## src/common/bgss_pkg.sv

```systemverilog
package bgss_pkg;

  // ----------------------------------------------------------------
  // Clock and time conversion
  // ----------------------------------------------------------------
  localparam int CLK_PERIOD_NS = 100;

  // A least time rounds up to whole cycles, never below one.
  function automatic int ns_up(input int ns);
    int c;
    c = (ns + CLK_PERIOD_NS - 1) / CLK_PERIOD_NS;
    return (c < 1) ? 1 : c;
  endfunction

  // A longest time rounds down to whole cycles, never below one.
  function automatic int ns_dn(input int ns);
    int c;
    c = ns / CLK_PERIOD_NS;
    return (c < 1) ? 1 : c;
  endfunction

  // ----------------------------------------------------------------
  // Times in their own unit
  // ----------------------------------------------------------------
  localparam int SW_PERIOD_NS = 500;
  localparam int BOOT_PULSE_NS = 250;
  localparam int BOOT_PERIOD_NS = 2000;
  localparam int HS_LONG_ON_NS = 16000;
  localparam int HS_LONG_OFF_NS = 200;
  localparam int SW_WATCH_NS = 70;
  localparam int LS_FORCE_NS = 100;
  localparam int STOP_DELAY_NS = 15000;
  localparam int OV_RESPONSE_NS = 2700;
  localparam int EN_FILTER_NS = 1000;
  localparam int RESET_FILTER_NS = 1000;
  localparam int SSDLY_NS = 100000;

  // ----------------------------------------------------------------
  // Cycle counts
  // ----------------------------------------------------------------
  localparam logic [11:0] SW_PERIOD_CYC = 12'(ns_dn(SW_PERIOD_NS));
  localparam logic [11:0] BOOT_PULSE_CYC = 12'(ns_up(BOOT_PULSE_NS));
  localparam logic [11:0] BOOT_PERIOD_CYC = 12'(ns_dn(BOOT_PERIOD_NS));
  localparam logic [11:0] HS_LONG_ON_CYC = 12'(ns_dn(HS_LONG_ON_NS));
  localparam logic [11:0] HS_LONG_OFF_CYC = 12'(ns_up(HS_LONG_OFF_NS));
  localparam logic [11:0] SW_WATCH_CYC = 12'(ns_dn(SW_WATCH_NS));
  localparam logic [11:0] LS_FORCE_CYC = 12'(ns_up(LS_FORCE_NS));
  localparam logic [11:0] STOP_DELAY_CYC = 12'(ns_up(STOP_DELAY_NS));
  localparam logic [11:0] OV_RESPONSE_CYC = 12'(ns_dn(OV_RESPONSE_NS));
  localparam logic [11:0] EN_FILTER_CYC = 12'(ns_up(EN_FILTER_NS));
  localparam logic [11:0] RESET_FILTER_CYC = 12'(ns_up(RESET_FILTER_NS));
  localparam logic [11:0] SSDLY_CYC = 12'(ns_up(SSDLY_NS));

  localparam logic [3:0] BOOT_PULSES = 4'h8;
  localparam logic [1:0] BURST_PULSES = 2'h3;
  localparam logic [1:0] BURST_DIV_LAST = 2'h3;

  // ----------------------------------------------------------------
  // Reset release: delay_cycles * current_ua >= product
  // ----------------------------------------------------------------
  localparam longint RESET_COEF_TENTH_MS = 99;
  localparam longint RESET_PRODUCT_L =
    RESET_COEF_TENTH_MS * 64'd100000 * 64'd1000 / (64'd4 * CLK_PERIOD_NS);
  localparam logic [25:0] RESET_PRODUCT = 26'(RESET_PRODUCT_L);
  localparam logic [10:0] NO_DELAY_UA = 11'h3e8;

  // ----------------------------------------------------------------
  // Types
  // ----------------------------------------------------------------
  typedef enum logic [4:0] {
    BGSS_OFF = 5'h01,
    BGSS_SSDLY = 5'h02,
    BGSS_BOOT = 5'h04,
    BGSS_RUN = 5'h08,
    BGSS_STOP = 5'h10
  } bgss_state_type;

  typedef enum logic [1:0] {
    BGSS_CLAMP_NONE = 2'h0,
    BGSS_CLAMP_PSKIP = 2'h1,
    BGSS_CLAMP_BURST = 2'h2,
    BGSS_CLAMP_NORMAL = 2'h3
  } bgss_clamp_type;

endpackage

```

## src/core/bgss_filter.sv

```systemverilog
`timescale 1ns/1ps
`default_nettype none
module bgss_filter #(
  parameter logic [11:0] CYCLES = 12'h00a
) (
  input wire logic mclk,
  input wire logic nrst,
  input wire logic raw,
  output logic filtered
);

  typedef struct packed {
    logic level;
    logic [11:0] cnt;
  } bgss_filter_state_type;

  bgss_filter_state_type r;
  bgss_filter_state_type next_r;

  // A change must persist for CYCLES clocks before it is taken.
  always_comb begin
    next_r = r;
    if (raw == r.level) begin
      next_r.cnt = 12'h000;
    end else if (r.cnt >= CYCLES - 12'h001) begin
      next_r.level = raw;
      next_r.cnt = 12'h000;
    end else begin
      next_r.cnt = r.cnt + 12'h001;
    end
  end

  always_ff @(posedge mclk or negedge nrst) begin
    if (!nrst) begin
      r <= '0;
    end else begin
      r <= next_r;
    end
  end

  assign filtered = r.level;

endmodule
`default_nettype wire

```

## src/core/bgss_release.sv

```systemverilog
`timescale 1ns/1ps
`default_nettype none
module bgss_release #(
  parameter logic [25:0] PRODUCT = bgss_pkg::RESET_PRODUCT
) (
  input wire logic mclk,
  input wire logic nrst,
  input wire logic fault,
  input wire logic [10:0] pullup_current_ua,
  output logic pull_low
);

  typedef struct packed {
    logic pull;
    logic [25:0] acc;
  } bgss_release_state_type;

  bgss_release_state_type r;
  bgss_release_state_type next_r;

  // Accumulating the current each cycle avoids a divider: the delay ends
  // once cycles times current reaches the fixed product.
  always_comb begin
    next_r = r;
    if (fault) begin
      next_r.pull = 1'b1;
      next_r.acc = 26'h0000000;
    end else if (r.pull) begin
      if (pullup_current_ua >= bgss_pkg::NO_DELAY_UA) begin
        next_r.pull = 1'b0;
      end else begin
        next_r.acc = r.acc + {15'h0000, pullup_current_ua};
        if (next_r.acc >= PRODUCT) begin
          next_r.pull = 1'b0;
        end
      end
    end
  end

  always_ff @(posedge mclk or negedge nrst) begin
    if (!nrst) begin
      r <= '{pull: 1'b1, acc: 26'h0000000};
    end else begin
      r <= next_r;
    end
  end

  assign pull_low = r.pull;

endmodule
`default_nettype wire

```

## src/core/bgss_top.sv

```systemverilog
// Behaviour
// - Current limit ends the high-side pulse early, folding the output back.
// - Current over limit at cycle start skips high-side pulse; low-side continues.
// - Reset output stays undriven while the sequencer is off (BGSS_OFF).
// - Output under or over voltage pulls reset low after a filter delay.
// - Below 1 mA pull-up, release delay is 9.9 over four times current.
// - A 1 mA pull-up gives no release delay, acting as power good.
// - Overvoltage enables the 1 mA discharge path within 2.7 us.
// - Low enable means shutdown: regulator stopped, functions disabled.
// - In shutdown, output pull-down connects while input exceeds 4.5 V.
// - Every enable starts a fresh soft-start sequence.
// - Enable input is filtered so short noise pulses change nothing.
// - A fixed delay follows enable before soft-start activity begins.
// - After enable falls, switching continues about 15 us, then stops.
// - Low-quiescent mode only in diode emulation; output monitor still triggers bursts.
// - At maximum duty with low input, high-side off pulses are skipped.
// - Low input and low output: 16 us high-side on, 200 ns off.
// - Switch node low within 70 ns sets low-side; otherwise 100 ns forced pulse.
// - At light load the logic enters pulse-skip mode.
// - Clamp: none at startup, 0.975 V pulse-skip, 1.075 V in burst.
// - Eight 250 ns low-side pulses, 2 us period, precede the soft-start ramp.
// - No high-side pulses during the bootstrap charging sequence.
// - Bootstrap pulses may be omitted when output is below about 0.2 V.
`timescale 1ns/1ps
`default_nettype none
module bgss_top #(
  parameter logic [25:0] RESET_PRODUCT = bgss_pkg::RESET_PRODUCT
) (
  input wire logic mclk,
  input wire logic nrst,
  input wire logic enable_in,
  input wire logic current_limit,
  input wire logic pwm_trip,
  input wire logic zero_current,
  input wire logic switch_node_sense,
  input wire logic undervoltage_threshold,
  input wire logic overvoltage_threshold,
  input wire logic low_input_threshold,
  input wire logic output_below_regulation,
  input wire logic vin_above_4v5,
  input wire logic vout_below_0v2,
  input wire logic light_load,
  input wire logic softstart_done,
  input wire logic [10:0] pullup_current_ua,
  input wire logic reset_out_open_drain_in,
  output logic reset_out_open_drain_out,
  output logic reset_out_open_drain_oe_n,
  output logic high_side_gate,
  output logic low_side_gate,
  output logic softstart_enable,
  output logic discharge_1ma_en,
  output logic shutdown_pulldown_en,
  output logic low_iq_mode,
  output logic [1:0] error_amplifier_clamp,
  output logic pin_low_seen
);

  typedef struct packed {
    bgss_pkg::bgss_state_type state;
    logic [11:0] tmr;
    logic [3:0] boot_cnt;
    logic [11:0] phase;
    logic hs;
    logic ls;
    logic ls_hold;
    logic [11:0] hs_cnt;
    logic [11:0] off_cnt;
    logic [11:0] watch;
    logic [11:0] force_cnt;
    logic pskip;
    logic [1:0] burst_cnt;
    logic [1:0] burst_div;
    logic ov;
    logic pin_low;
  } bgss_top_state_type;

  bgss_top_state_type r;
  bgss_top_state_type next_r;
  logic en_f;
  logic fault_f;
  logic pull_low;
  logic switching;
  logic long_mode;
  logic tick;
  logic fire;
  logic hs_end;

  // ----------------------------------------------------------------
  // Input conditioning
  // ----------------------------------------------------------------
  // enable noise filter
  bgss_filter #(.CYCLES(bgss_pkg::EN_FILTER_CYC)) u_en_filter (
    .mclk(mclk),
    .nrst(nrst),
    .raw(enable_in),
    .filtered(en_f)
  );

  bgss_filter #(.CYCLES(bgss_pkg::RESET_FILTER_CYC)) u_fault_filter (
    .mclk(mclk),
    .nrst(nrst),
    .raw(undervoltage_threshold | overvoltage_threshold),
    .filtered(fault_f)
  );

  bgss_release #(.PRODUCT(RESET_PRODUCT)) u_release (
    .mclk(mclk),
    .nrst(nrst),
    .fault(fault_f),
    .pullup_current_ua(pullup_current_ua),
    .pull_low(pull_low)
  );

  // ----------------------------------------------------------------
  // Sequencer
  // ----------------------------------------------------------------
  always_comb begin
    next_r = r;
    switching = (r.state == bgss_pkg::BGSS_RUN) || (r.state == bgss_pkg::BGSS_STOP);
    long_mode = low_input_threshold && output_below_regulation;
    tick = (r.phase == bgss_pkg::SW_PERIOD_CYC - 12'h001);
    fire = 1'b0;
    hs_end = 1'b0;
    next_r.ov = overvoltage_threshold;
    next_r.pin_low = !reset_out_open_drain_in;
    next_r.tmr = r.tmr + 12'h001;
    next_r.phase = tick ? 12'h000 : r.phase + 12'h001;
    next_r.pskip = light_load && switching;
    if (r.pskip && !next_r.pskip) begin
      next_r.burst_cnt = bgss_pkg::BURST_PULSES;
      next_r.burst_div = 2'h0;
    end
    case (r.state)
      bgss_pkg::BGSS_OFF: begin
        next_r.hs = 1'b0;
        next_r.ls = 1'b0;
        if (en_f) begin
          next_r.state = bgss_pkg::BGSS_SSDLY;
          next_r.tmr = 12'h000;
        end
      end
      bgss_pkg::BGSS_SSDLY: begin
        if (!en_f) begin
          next_r.state = bgss_pkg::BGSS_OFF;
        end else if (r.tmr == bgss_pkg::SSDLY_CYC - 12'h001) begin
          next_r.tmr = 12'h000;
          next_r.boot_cnt = 4'h0;
          next_r.state = vout_below_0v2 ? bgss_pkg::BGSS_RUN : bgss_pkg::BGSS_BOOT;
        end
      end
      bgss_pkg::BGSS_BOOT: begin
        next_r.hs = 1'b0;
        next_r.ls = en_f && (r.tmr < bgss_pkg::BOOT_PULSE_CYC);
        if (r.tmr == bgss_pkg::BOOT_PERIOD_CYC - 12'h001) begin
          next_r.tmr = 12'h000;
          next_r.boot_cnt = r.boot_cnt + 4'h1;
          if (r.boot_cnt == bgss_pkg::BOOT_PULSES - 4'h1) begin
            next_r.state = bgss_pkg::BGSS_RUN;
            next_r.ls = 1'b0;
          end
        end
        if (!en_f) begin
          next_r.state = bgss_pkg::BGSS_OFF;
        end
      end
      bgss_pkg::BGSS_RUN: begin
        if (!en_f) begin
          next_r.state = bgss_pkg::BGSS_STOP;
          next_r.tmr = 12'h000;
        end
      end
      bgss_pkg::BGSS_STOP: begin
        if (en_f) begin
          next_r.state = bgss_pkg::BGSS_SSDLY;
          next_r.tmr = 12'h000;
          next_r.hs = 1'b0;
          next_r.ls = 1'b0;
        end else if (r.tmr == bgss_pkg::STOP_DELAY_CYC - 12'h001) begin
          next_r.state = bgss_pkg::BGSS_OFF;
        end
      end
      default: begin
        next_r.state = bgss_pkg::BGSS_OFF;
      end
    endcase

    // ----------------------------------------------------------------
    // Gate pulses while switching
    // ----------------------------------------------------------------
    if (switching && next_r.state != bgss_pkg::BGSS_OFF
        && next_r.state != bgss_pkg::BGSS_SSDLY) begin
      if (r.off_cnt != 12'h000) begin
        next_r.off_cnt = r.off_cnt - 12'h001;
      end
      if (r.hs) begin
        next_r.hs_cnt = r.hs_cnt + 12'h001;
        if (current_limit) begin
          hs_end = 1'b1;
        end
        if (pwm_trip && !long_mode) begin
          hs_end = 1'b1;
        end
        // off pulse kept only above low input
        if (tick && !low_input_threshold) begin
          hs_end = 1'b1;
        end
        if (r.hs_cnt == bgss_pkg::HS_LONG_ON_CYC - 12'h001) begin
          hs_end = 1'b1;
          next_r.off_cnt = bgss_pkg::HS_LONG_OFF_CYC - 12'h001;
        end
        if (hs_end) begin
          next_r.hs = 1'b0;
          next_r.watch = bgss_pkg::SW_WATCH_CYC;
        end
      end else begin
        if (r.watch != 12'h000) begin
          next_r.watch = r.watch - 12'h001;
          if (switch_node_sense) begin
            next_r.ls_hold = 1'b1;
            next_r.ls = 1'b1;
            next_r.watch = 12'h000;
          end else if (r.watch == 12'h001) begin
            next_r.force_cnt = bgss_pkg::LS_FORCE_CYC;
            next_r.ls = 1'b1;
          end
        end
        if (r.force_cnt != 12'h000) begin
          next_r.force_cnt = r.force_cnt - 12'h001;
          if (r.force_cnt == 12'h001 && !r.ls_hold) begin
            next_r.ls = 1'b0;
          end
        end
        // Diode emulation: low side released at zero inductor current.
        if (r.ls_hold && zero_current) begin
          next_r.ls_hold = 1'b0;
          next_r.ls = 1'b0;
        end
        // Burst after pulse skip runs at a quarter of the switching rate.
        if (tick && r.burst_cnt != 2'h0) begin
          next_r.burst_div = r.burst_div + 2'h1;
        end
        if (r.watch == 12'h000 && r.force_cnt <= 12'h001) begin
          fire = long_mode ? (r.off_cnt == 12'h000) : tick;
          if (r.burst_cnt != 2'h0 && r.burst_div != 2'h0) begin
            fire = 1'b0;
          end
          if (r.pskip && !output_below_regulation) begin
            fire = 1'b0;
          end
          // skip high side, keep low side
          if (fire && current_limit) begin
            fire = 1'b0;
            next_r.ls = 1'b1;
            next_r.ls_hold = 1'b1;
          end
        end
        if (fire) begin
          next_r.ls = 1'b0;
          next_r.ls_hold = 1'b0;
          next_r.hs = 1'b1;
          next_r.hs_cnt = 12'h000;
          if (r.burst_cnt != 2'h0) begin
            next_r.burst_cnt = r.burst_cnt - 2'h1;
          end
        end
      end
    end else if (r.state != bgss_pkg::BGSS_BOOT) begin
      next_r.hs = 1'b0;
      next_r.ls = 1'b0;
      next_r.ls_hold = 1'b0;
      next_r.watch = 12'h000;
      next_r.force_cnt = 12'h000;
      next_r.off_cnt = 12'h000;
      next_r.burst_cnt = 2'h0;
    end
    if (next_r.hs) begin
      next_r.ls = 1'b0;
    end
  end

  always_ff @(posedge mclk or negedge nrst) begin
    if (!nrst) begin
      r <= '0;
      r.state <= bgss_pkg::BGSS_OFF;
    end else begin
      r <= next_r;
    end
  end

  // ----------------------------------------------------------------
  // Outputs
  // ----------------------------------------------------------------
  assign high_side_gate = r.hs;
  assign low_side_gate = r.ls;
  assign softstart_enable = (r.state == bgss_pkg::BGSS_RUN);
  assign low_iq_mode = r.pskip;
  assign pin_low_seen = r.pin_low;
  assign reset_out_open_drain_out = 1'b0;
  assign reset_out_open_drain_oe_n = !((r.state != bgss_pkg::BGSS_OFF) && pull_low);
  assign discharge_1ma_en = r.ov && (r.state != bgss_pkg::BGSS_OFF);
  assign shutdown_pulldown_en = (r.state == bgss_pkg::BGSS_OFF) && vin_above_4v5;

  always_comb begin
    if (!softstart_enable || !softstart_done) begin
      error_amplifier_clamp = bgss_pkg::BGSS_CLAMP_NONE;
    end else if (r.burst_cnt != 2'h0) begin
      error_amplifier_clamp = bgss_pkg::BGSS_CLAMP_BURST;
    end else if (r.pskip) begin
      error_amplifier_clamp = bgss_pkg::BGSS_CLAMP_PSKIP;
    end else begin
      error_amplifier_clamp = bgss_pkg::BGSS_CLAMP_NORMAL;
    end
  end

endmodule
`default_nettype wire

```

## config.mk

```make
export PLATFORM = sky130hd
export DESIGN_NAME = bgss_top
export DESIGN_NICKNAME = d
export VERILOG_FILES = /design/src/common/bgss_pkg.sv /design/src/core/bgss_filter.sv /design/src/core/bgss_release.sv /design/src/core/bgss_top.sv
export SDC_FILE = /design/constraint.sdc
export NUM_CORES = 1
export LEC_CHECK = 0
export ABC_AREA = 1
export BUFFER_PORTS_ARGS = -buffer_cell sky130_fd_sc_hd__buf_2
export CORE_UTILIZATION = 42
export CTS_CLUSTER_DIAMETER = 100
export CTS_CLUSTER_SIZE = 12
export DETAILED_ROUTE_END_ITERATION = 12
export PLACE_DENSITY = 0.65
export SYNTH_ARGS = -nofsm -noshare
export SYNTH_HDL_FRONTEND = slang
export SYNTH_SLANG_ARGS = --single-unit
export TNS_END_PERCENT = 50
```

## constraint.sdc

```tcl
create_clock -name mclk -period 3.3 [get_ports mclk]
set_clock_uncertainty 0.2 [all_clocks]
set_input_delay 0.33 -clock mclk [delete_from_list [all_inputs] [get_ports mclk]]
set_output_delay 0.33 -clock mclk [all_outputs]
set_load 0.02 [all_outputs]
```

Word-level counts from Yosys, hierarchy flattened
Cells that the tools add are included.
W data, S select, Z words.
{"block": "totals", "register_bits": 144, "in_bits": 27, "output_inout_bits": 11, "wordCells": 206}
{"block": "op_classes", "addsub": 12, "eq_ne": 29, "n_reduce_logical": 48, "muxes": 86, "bitwise_logic": 3, "order_cmp": 6}
{"operator": "$mux W12", "count": 17}
{"operator": "$mux W36", "count": 2}
{"operator": "$add A12 B1 Y12 const B", "count": 5}
{"operator": "$pmux W12 S5", "count": 1}
{"operator": "$mux W27", "count": 2}
{"operator": "$mux W21", "count": 2}
{"operator": "$reduce_bool A12 Y1", "count": 3}
{"operator": "$sub A12 B1 Y12 const B", "count": 3}
{"operator": "$mux W17", "count": 2}
{"operator": "$mux W2", "count": 15}
{"operator": "$mux W1", "count": 28}
{"operator": "$add A26 B11 Y26", "count": 1}
{"operator": "$ge A26 B25 Y1 const B", "count": 1}
{"operator": "$mux W26", "count": 1}
{"operator": "$mux W5", "count": 5}
{"operator": "$pmux W5 S5", "count": 1}
{"operator": "$eq A12 B1 Y1 const B", "count": 2}
{"operator": "$eq A12 B8 Y1 const B", "count": 2}
{"operator": "$ge A12 B4 Y1 const B", "count": 2}
{"operator": "$logic_not A12 Y1", "count": 2}
{"operator": "$mux W24", "count": 1}
{"operator": "$logic_and A1 B1 Y1", "count": 18}
{"operator": "$mux W16", "count": 1}
{"operator": "$mux W15", "count": 1}
{"operator": "other kinds (36)", "count": 66}

Depth between registers and ports, before layout
Gate-level depths: netlist of the first run.
{"block": "logic_depth", "word_depth": 18, "depth_mapped": 19}

Hierarchy
A second synthesis of the first run with hierarchy kept.
{"block": "hier_totals", "hier_cells": 1211, "area_unflattened_um2": 8947.3}
{"mod": "bgss_top", "n_inst": 1, "cells_per_inst": 770, "area_each_um2": 5631.7, "seq_area_each_um2": 2278.4}
{"mod": "bgss_release", "n_inst": 1, "cells_per_inst": 355, "area_each_um2": 2309.7, "seq_area_each_um2": 676.9}
{"mod": "bgss_filter", "n_inst": 2, "cells_per_inst": 43, "area_each_um2": 503.0, "seq_area_each_um2": 325.3}

Worst setup path before layout of the first run
No wires, ideal clock.
{"block": "synth_path", "path_type": "flip-flop to flip-flop", "startpoint": "register u_release.r[0] in the netlist's numbering", "endpoint": "register u_release.r, in the netlist u_release.pull_low", "path_buffers": 0, "slack_ps": 1005, "t_arrival_ps": 2008, "synth_period_minus_slack_ps": 2295, "required_time_ps": 3013, "stages_incl_launch_ff": 20, "cell_sequence": "dfrtp_1 -> ha_1 -> inv_1 -> fa_1 -> inv_1 -> nand3_1 -> nand2_1 -> nand3_1 -> nand2_1 -> nand2_1 -> nand2_1 -> nand2_1 -> nand2_1 -> nand3_1 -> nor2_1 -> nand2_1 -> nand2_1 -> nand2_1 -> nand2_1 -> nand2_1"}
{"element": "start, declared", "line": "bgss_release.sv:18", "rtl": "bgss_release_state_type r;"}
{"element": "start signal, assigned", "line": "bgss_release.sv:42", "rtl": "r <= '{pull: 1'b1, acc: 26'h0000000};"}
{"element": "start signal, assigned", "line": "bgss_release.sv:44", "rtl": "r <= next_r;"}

==> results of run 1 <==
-- sequential cells by signal, indices dropped and copies added (netlist names) --
name and cells:
u_release.pull_low 1, r 87, u_fault_filter.r 12, u_fault_filter.filtered 1
u_en_filter.filtered 1, low_iq_mode 1, high_side_gate 1, pin_low_seen 1
low_side_gate 1, u_release.r 26, u_en_filter.r 12
-- stage by stage --
| step | instances | setup slack (ps) |
|---|---|---|
| finish | 1562 | 554 |
| global route | 1562 | 255 |
| CTS | 1562 | 571 |
| detailed placement | 1525 | 516 |
| global placement | 1525 | 510 |
| floorplan | 1227 | 1010 |
-- cell type report --
| cell class | instances | area [µm²] | share of cell area [%] |
|---|---|---|---|
| clock buffers | 22 | 464 | 4.64 |
| flip-flops and latches | 144 | 3610 | 36.1 |
| well taps | 270 | 338 | 3.38 |
| inverters | 179 | 674 | 6.75 |
| multi-input cells | 881 | 4490 | 44.9 |
| clock inverters | 10 | 80.1 | 0.801 |
| repair buffers | 56 | 349 | 3.49 |
-- cells by family (layout without fill, tap and decap cells) --
kind of cell / Yosys count / in the layout / synth area share, %
flops: 144 / 144 / 40.9
fa+ha+maj: 31 / 31 / 4.48
other cells: 1 / 17 / 0.0425
simple gates: 662 / 662 / 32.9
compound gates: 122 / 122 / 7.86
buf+inv: 202 / 267 / 8.95
xor+xnor: 49 / 49 / 4.87
-- power breakdown --
part,switching (mW),internal [mW],leakage (nW),total [mW]
clock,0.778,1.01,0.246,1.79
combinational,0.357,0.178,3.14,0.535
sequential,0.0460,1.82,1.87,1.87
-- synth_stat cells, drive strengths merged (2+ instances only) --
cell    instances
nand2         306
inv           179
nor2          144
dfrtp         142
nand3         118
o21ai          46
nand4          43
xor2           38
nor3           35
o22ai          32
ha             30
a21oi          29
clkbuf         14
xnor2          11
buf             9
or2             5
nand3b          4
o211ai          4
nor4            3
a22o            2
a31oi           2
dfstp           2
nor3b           2
o31ai           2
-- layer usage --
| metal | vias to the layer above | track usage, % |
|---|---|---|
| met1 | 3626 | 26.0 |
| met3 | 25 | 3.66 |
| met4 | 0 | 5.93 |
| li1 | 4035 | - |
| met5 | - | 0 |
| met2 | 137 | 33.3 |
-- worst max-delay path, stage by stage (launching register included) --
cell	delay, ps
dfrtp_1	350
ha_1	200
inv_1	60
fa_1	400
inv_1	130
nand3_1	100
nand2_1	160
nand3_1	120
nand2_1	150
nand2_1	90
nand2_1	60
nand2_1	40
nand2_1	110
nand3_1	80
nor2_1	110
nand2_1	60
nand2_1	80
nand2_1	50
nand2_1	50
nand2_1	50
-- worst min path at each step --
| stage | start | endpoint | slack [ps] | cells after the start |
|---|---|---|---|---|
| detailed placement | nrst | r[76] | 170 | 1 |
| floorplan | nrst | high_side_gate | -170 | 0 |
| CTS | pullup_current_ua[0] | u_release.r[0] | 20 | 4 |
| finish | pullup_current_ua[0] | u_release.r[0] | 30 | 4 |
| global route | pullup_current_ua[0] | u_release.r[0] | 40 | 4 |
| global placement | nrst | r[76] | 160 | 1 |
==> summary.txt, run 1 <==
Critical path
  • CP endpoint: u_release.pull_low
  • Worst r2r dst: u_release.pull_low
  • Req. time, crit path: 3450 ps
  • Crit path max fanout: 4
  • Setup CP Type: reg -> reg
  • Worst r2r path cells: 19
  • Critical Path AT: between 2000 and 3000 ps
  • Critical Path Source: u_release.r[0]
  • R2R Setup Slk: 550 ps
  • CP endpoint kind: register
  • CP Launch Type: register
  • Reg-to-Reg Start: u_release.r[0]

Logic synthesis
  • Ys async rst share: 100%
  • Top cells by area, synth: dfrtp_1, nand2_1, inv_1
  • Mean post-synth cell area: 7.28 µm²
  • Syn. warnings: 0
  • Cell count after synthesis: 1211
  • Post-synth top flop: dfrtp_1
  • Post-synth top area cell: dfrtp_1
  • Synth Register Bits: 144
  • Number of synthesized flops with an enable pin: 0
  • Synth top area share: about two fifths
  • Yosys cell types: 47
  • Sequential share of the synthesized area: 40.9%
  • Mapped Area: 8820 µm²

Global routing
  • Vias in the first global route: 7577
  • GR Util All Layers: 19.8%
  • Grt ovf: 0
  • Initial antenna violation count: 0
  • Largest net degree at the start of global routing: between 60 and 70
  • First-pass GRT wire length: about 35000 µm

Clocking
  • CTS buffer count: 17
  • Clock slew at reported path FFs: 60 ps
  • H-tree Lvls: 4
  • CTS root buf: clkbuf_16
  • Max clock buf depth: 2
  • TritonCTS clock tree: built
  • Hold-fix buffers, CTS: 5
  • Worst-Skew Late Latency: 420 ps
  • Post-CTS Setup Inserts: 0
  • CTS Sinks: 144
  • Post_cts resized: 0

Place
  • Dpl cell area: 9400 µm²
  • Port bufs: 36
  • Gpl congestion: roughly 0.94
  • Dpl hpwl: 14900 µm

Cells and area
  • Fraction of layout cells with a size suffix above 1: approximately 8.4%
  • Most frequent cells in the layout: nand2_1, inv_1, dfrtp_1, nor2_1, nand3_1
  • Nets: between 1000 and 1500
  • Final core utilization: between 40 and 50%
  • Fill cells: between 2000 and 2500
  • Area Growth Syn to Fin: 13.3%
  • Diode count: 0
  • Most common cell after layout, fill and taps aside: nand2_1
  • Final Instance Area: approximately 10000 µm²

Timing
  • Setup violations, final: 0
  • Post-route minimum period: 2750 ps
  • Tcrit/Tclk final: 83.2%
  • Slew Viols, Final: 0
  • Slew @ Worst Pin: between 800 and 900 ps
  • Hold_ws: 25.2 ps
  • Final hold vios: 0
  • Slew headroom: 46.0%
  • RSZ-0062 raised after global routing: false
  • Fmax: ~0.36 GHz
  • Setup TNS: 0 ps

Routing
  • Highest Signal Layer: met4
  • Met2 wire len: 9600 µm
  • Final WL: 20100 µm
  • Total vias in the final route: 7823
  • Number of remaining DRC errors: 0
  • Drt pass-1 iters: 7
  • Antenna viol nets, final: 0
  • Routed length per instance: ~13 µm
  • Vias/cell: 5.01
  • DR iter-0 viols: 448
  • M1 wire length: about 9500 µm
  • Met3 Wirelength: 732 µm

Floorplanning
  • Height of the die: 147 µm
  • Core area: 20400 µm²
  • Die area: 21600 µm²
  • Cell Rows: 52
  • Starting Density: between 40% and 50%
  • Chip width: 147 µm
  • I/O pins: 38

Power
  • Pwr Density: 419 nW/µm²
  • Total power draw: around 4.2 mW
  • VDD IR max: 0.279 mV
  • LEAKAGE: between 5 and 6 nW

Min path
  • HP Class: in -> reg

Run status
  • Outcome: completed

Job
  • Number of max-cap violations: 0
(Power assumes the default switching activity.)
==> run 2, diff against run 1 <==
==> constraint.sdc (replaced) <==
create_clock -name mclk -period 2.64 [get_ports mclk]
set_clock_uncertainty 0.2 [all_clocks]
set_input_delay 0.264 -clock mclk [delete_from_list [all_inputs] [get_ports mclk]]
set_output_delay 0.264 -clock mclk [all_outputs]
set_load 0.02 [all_outputs]
==> run 2 against run 1 <==
Effect of this change: sequential cell count unchanged; hold slack better by 18 ps; fmax up 11%; cell count up 0.70%; die area unchanged; via count up 2.3%; register-to-register slack worse by 380 ps; critical path depth down 3; critical path type unchanged; largest power group is now the clock network; highest routed layer unchanged.
==> summary.txt, run 2 (synthesized netlist as in run 1, its figures left out) <==
Run status
  • Outcome: completed

Clocking
  • Post-CTS Setup Inserts: 0
  • H-tree Lvls: 4
  • CTS Sinks: roughly 140
  • Max clock buf depth: 2
  • TritonCTS clock tree: built
  • CTS root buf: clkbuf_16
  • Worst-Skew Late Latency: 420 ps
  • Clock slew at reported path FFs: 60 ps
  • CTS buffer count: 17

Timing
  • Slew @ Worst Pin: 716 ps
  • Setup TNS: 0 ps
  • Tcrit/Tclk final: between 90% and 100%
  • Worst Setup Slack, final: approximately 180 ps
  • RSZ-0062 raised after global routing: true
  • Slew Viols, Final: 0
  • Post-route minimum period: 2460 ps
  • Final hold vios: 0
  • Slew headroom: 52.2%
  • Fmax: slightly above 0.4 GHz
  • Setup violations, final: 0

Routing
  • DR iter-0 viols: between 500 and 600
  • Number of remaining DRC errors: 0
  • M1 wire length: 9700 µm
  • Vias/cell: 5.09
  • Met2 wire len: around 9600 µm
  • Drt pass-1 iters: 5
  • Met3 Wirelength: roughly 730 µm
  • Final WL: ~20000 µm
  • Highest Signal Layer: met4
  • Antenna viol nets, final: 0
  • Routed length per instance: 13.0 µm
  • Total vias in the final route: 8000

Global routing
  • Initial antenna violation count: 0
  • GR Util All Layers: 20.4%
  • First-pass GRT wire length: 36000 µm
  • Grt ovf: 0
  • Largest net degree at the start of global routing: 58
  • Vias in the first global route: about 7800

Critical path
  • CP endpoint kind: register
  • R2R Setup Slk: 180 ps
  • Req. time, crit path: ~2800 ps
  • Crit path max fanout: 5
  • Critical Path AT: 2630 ps
  • Setup CP Type: reg -> reg
  • CP Launch Type: register

Cells and area
  • Area Growth Syn to Fin: 15.7%
  • Most common cell after layout, fill and taps aside: nand2_1
  • Max reg flops: 87
  • Biggest register: r
  • Most frequent cells in the layout: nand2_1, inv_1, dfrtp_1, nor2_1, nand3_1
  • Fill cells: between 2000 and 2500
  • Nets: 1349
  • Largest regs: r x87, u_release.r x26
  • Diode count: 0
  • FF+latch area: approximately 3600 µm²
  • Fraction of layout cells with a size suffix above 1: 9.59%
  • Multi-input gate area: approximately 4500 µm²

Place
  • Port bufs: 36
  • Worst slack, placed: 86.1 ps
  • Gpl congestion: 0.977
  • Dpl hpwl: 15000 µm

Floorplanning
  • Cell Rows: 52
  • Height of the die: approximately 150 µm
  • Starting Density: between 40 and 50%
  • Chip width: roughly 150 µm
  • I/O pins: 38
  • Core area: 20400 µm²
  • Die area: 21600 µm²

Min path
  • HP Class: in -> reg

Power
  • LEAKAGE: 5.36 nW
  • VDD IR max: 0.442 mV
  • Pwr Density: 547 nW/µm²

Job
  • Number of max-cap violations: 0
==> run 2: cell count changes in the layout (fill, tap and decap cells not counted), sizes merged <==
cell         previous run  this run
dlygate4sd3             5         7
clkinvlp                6         2
bufinv                  0         4
clkbuf                 22        19
buf                    51        61
clkinv                  1         3
==> run 2: worst max-delay path: stages (launching register included) <==
cell and delay (ps):
dfrtp_1 400, ha_1 340, nand2_1 160, inv_1 70, a21oi_1 200, nand2_1 200
nand2_1 130, nand2_1 90, nand2_1 70, nand2_1 80, nand2_1 80, nor2_1 40
nor2_1 110, nand2_1 70, nand2_1 60, nand2_1 40, nand2_1 50
==> run 2: layer usage <==
metal,vias up,GRT usage (%)
li1,4069,-
met1,3739,27.2
met5,-,0
met3,32,3.14
met2,160,33.5
met4,0,7.22
==> run 2: metrics by stage <==
stage | hold WS, ps | instance area, µm² | power, mW | std cells | utilization, %
4_1_cts | 29.0 | 10200 | 5.65 | 1573 | 49.8
2_1_floorplan | -232 | 8880 | 2.80 | 1227 | -
5_1_grt | 70.2 | 10200 | 5.83 | 1573 | 50.0
3_5_place_dp | 68.6 | 9490 | 3.05 | 1535 | 46.5
3_3_place_gp | 65.9 | 9490 | 3.05 | 1535 | 46.5
6_report | 42.9 | 10200 | 5.58 | 1573 | 50.0
==> run 2: path summary, 6_finish.rpt <==
check,from,end,cells past startpoint
max reg2reg,u_release.r[6],u_release.pull_low,16
max in group asynchronous,nrst,u_release.pull_low,3
max,u_release.r[6],u_release.pull_low,16
min reg2reg,r[2],r[2],1
min,vout_below_0v2,r[88],4
min in group asynchronous,nrst,r[76],2
==> run 2: final cells by class <==
cell class                      instances  area share [%]
Inverter                              179            6.63
Multi-Input combinational cell        881            44.2
Clock inverter                         12            1.80
Tap cell                              270            3.31
Timing Repair Buffer                   68            4.48
Sequential cell                       144            35.3
Clock buffer                           19            4.24
==> run 2: report_power, final <==
group / leakage (nW) / internal [mW] / switching, mW
Combinational: 3.20 / 0.230 / 0.454
Sequential: 1.87 / 2.27 / 0.0588
Clock: 0.294 / 1.59 / 0.974
Total: 5.36 / 4.09 / 1.49
==> run 2: timing repair <==
item	in CTS	in global routing
resized for setup	0	9
endpoints found under the hold margin	60	0
endpoints found under the setup margin	0	23
hold buffers	7	0
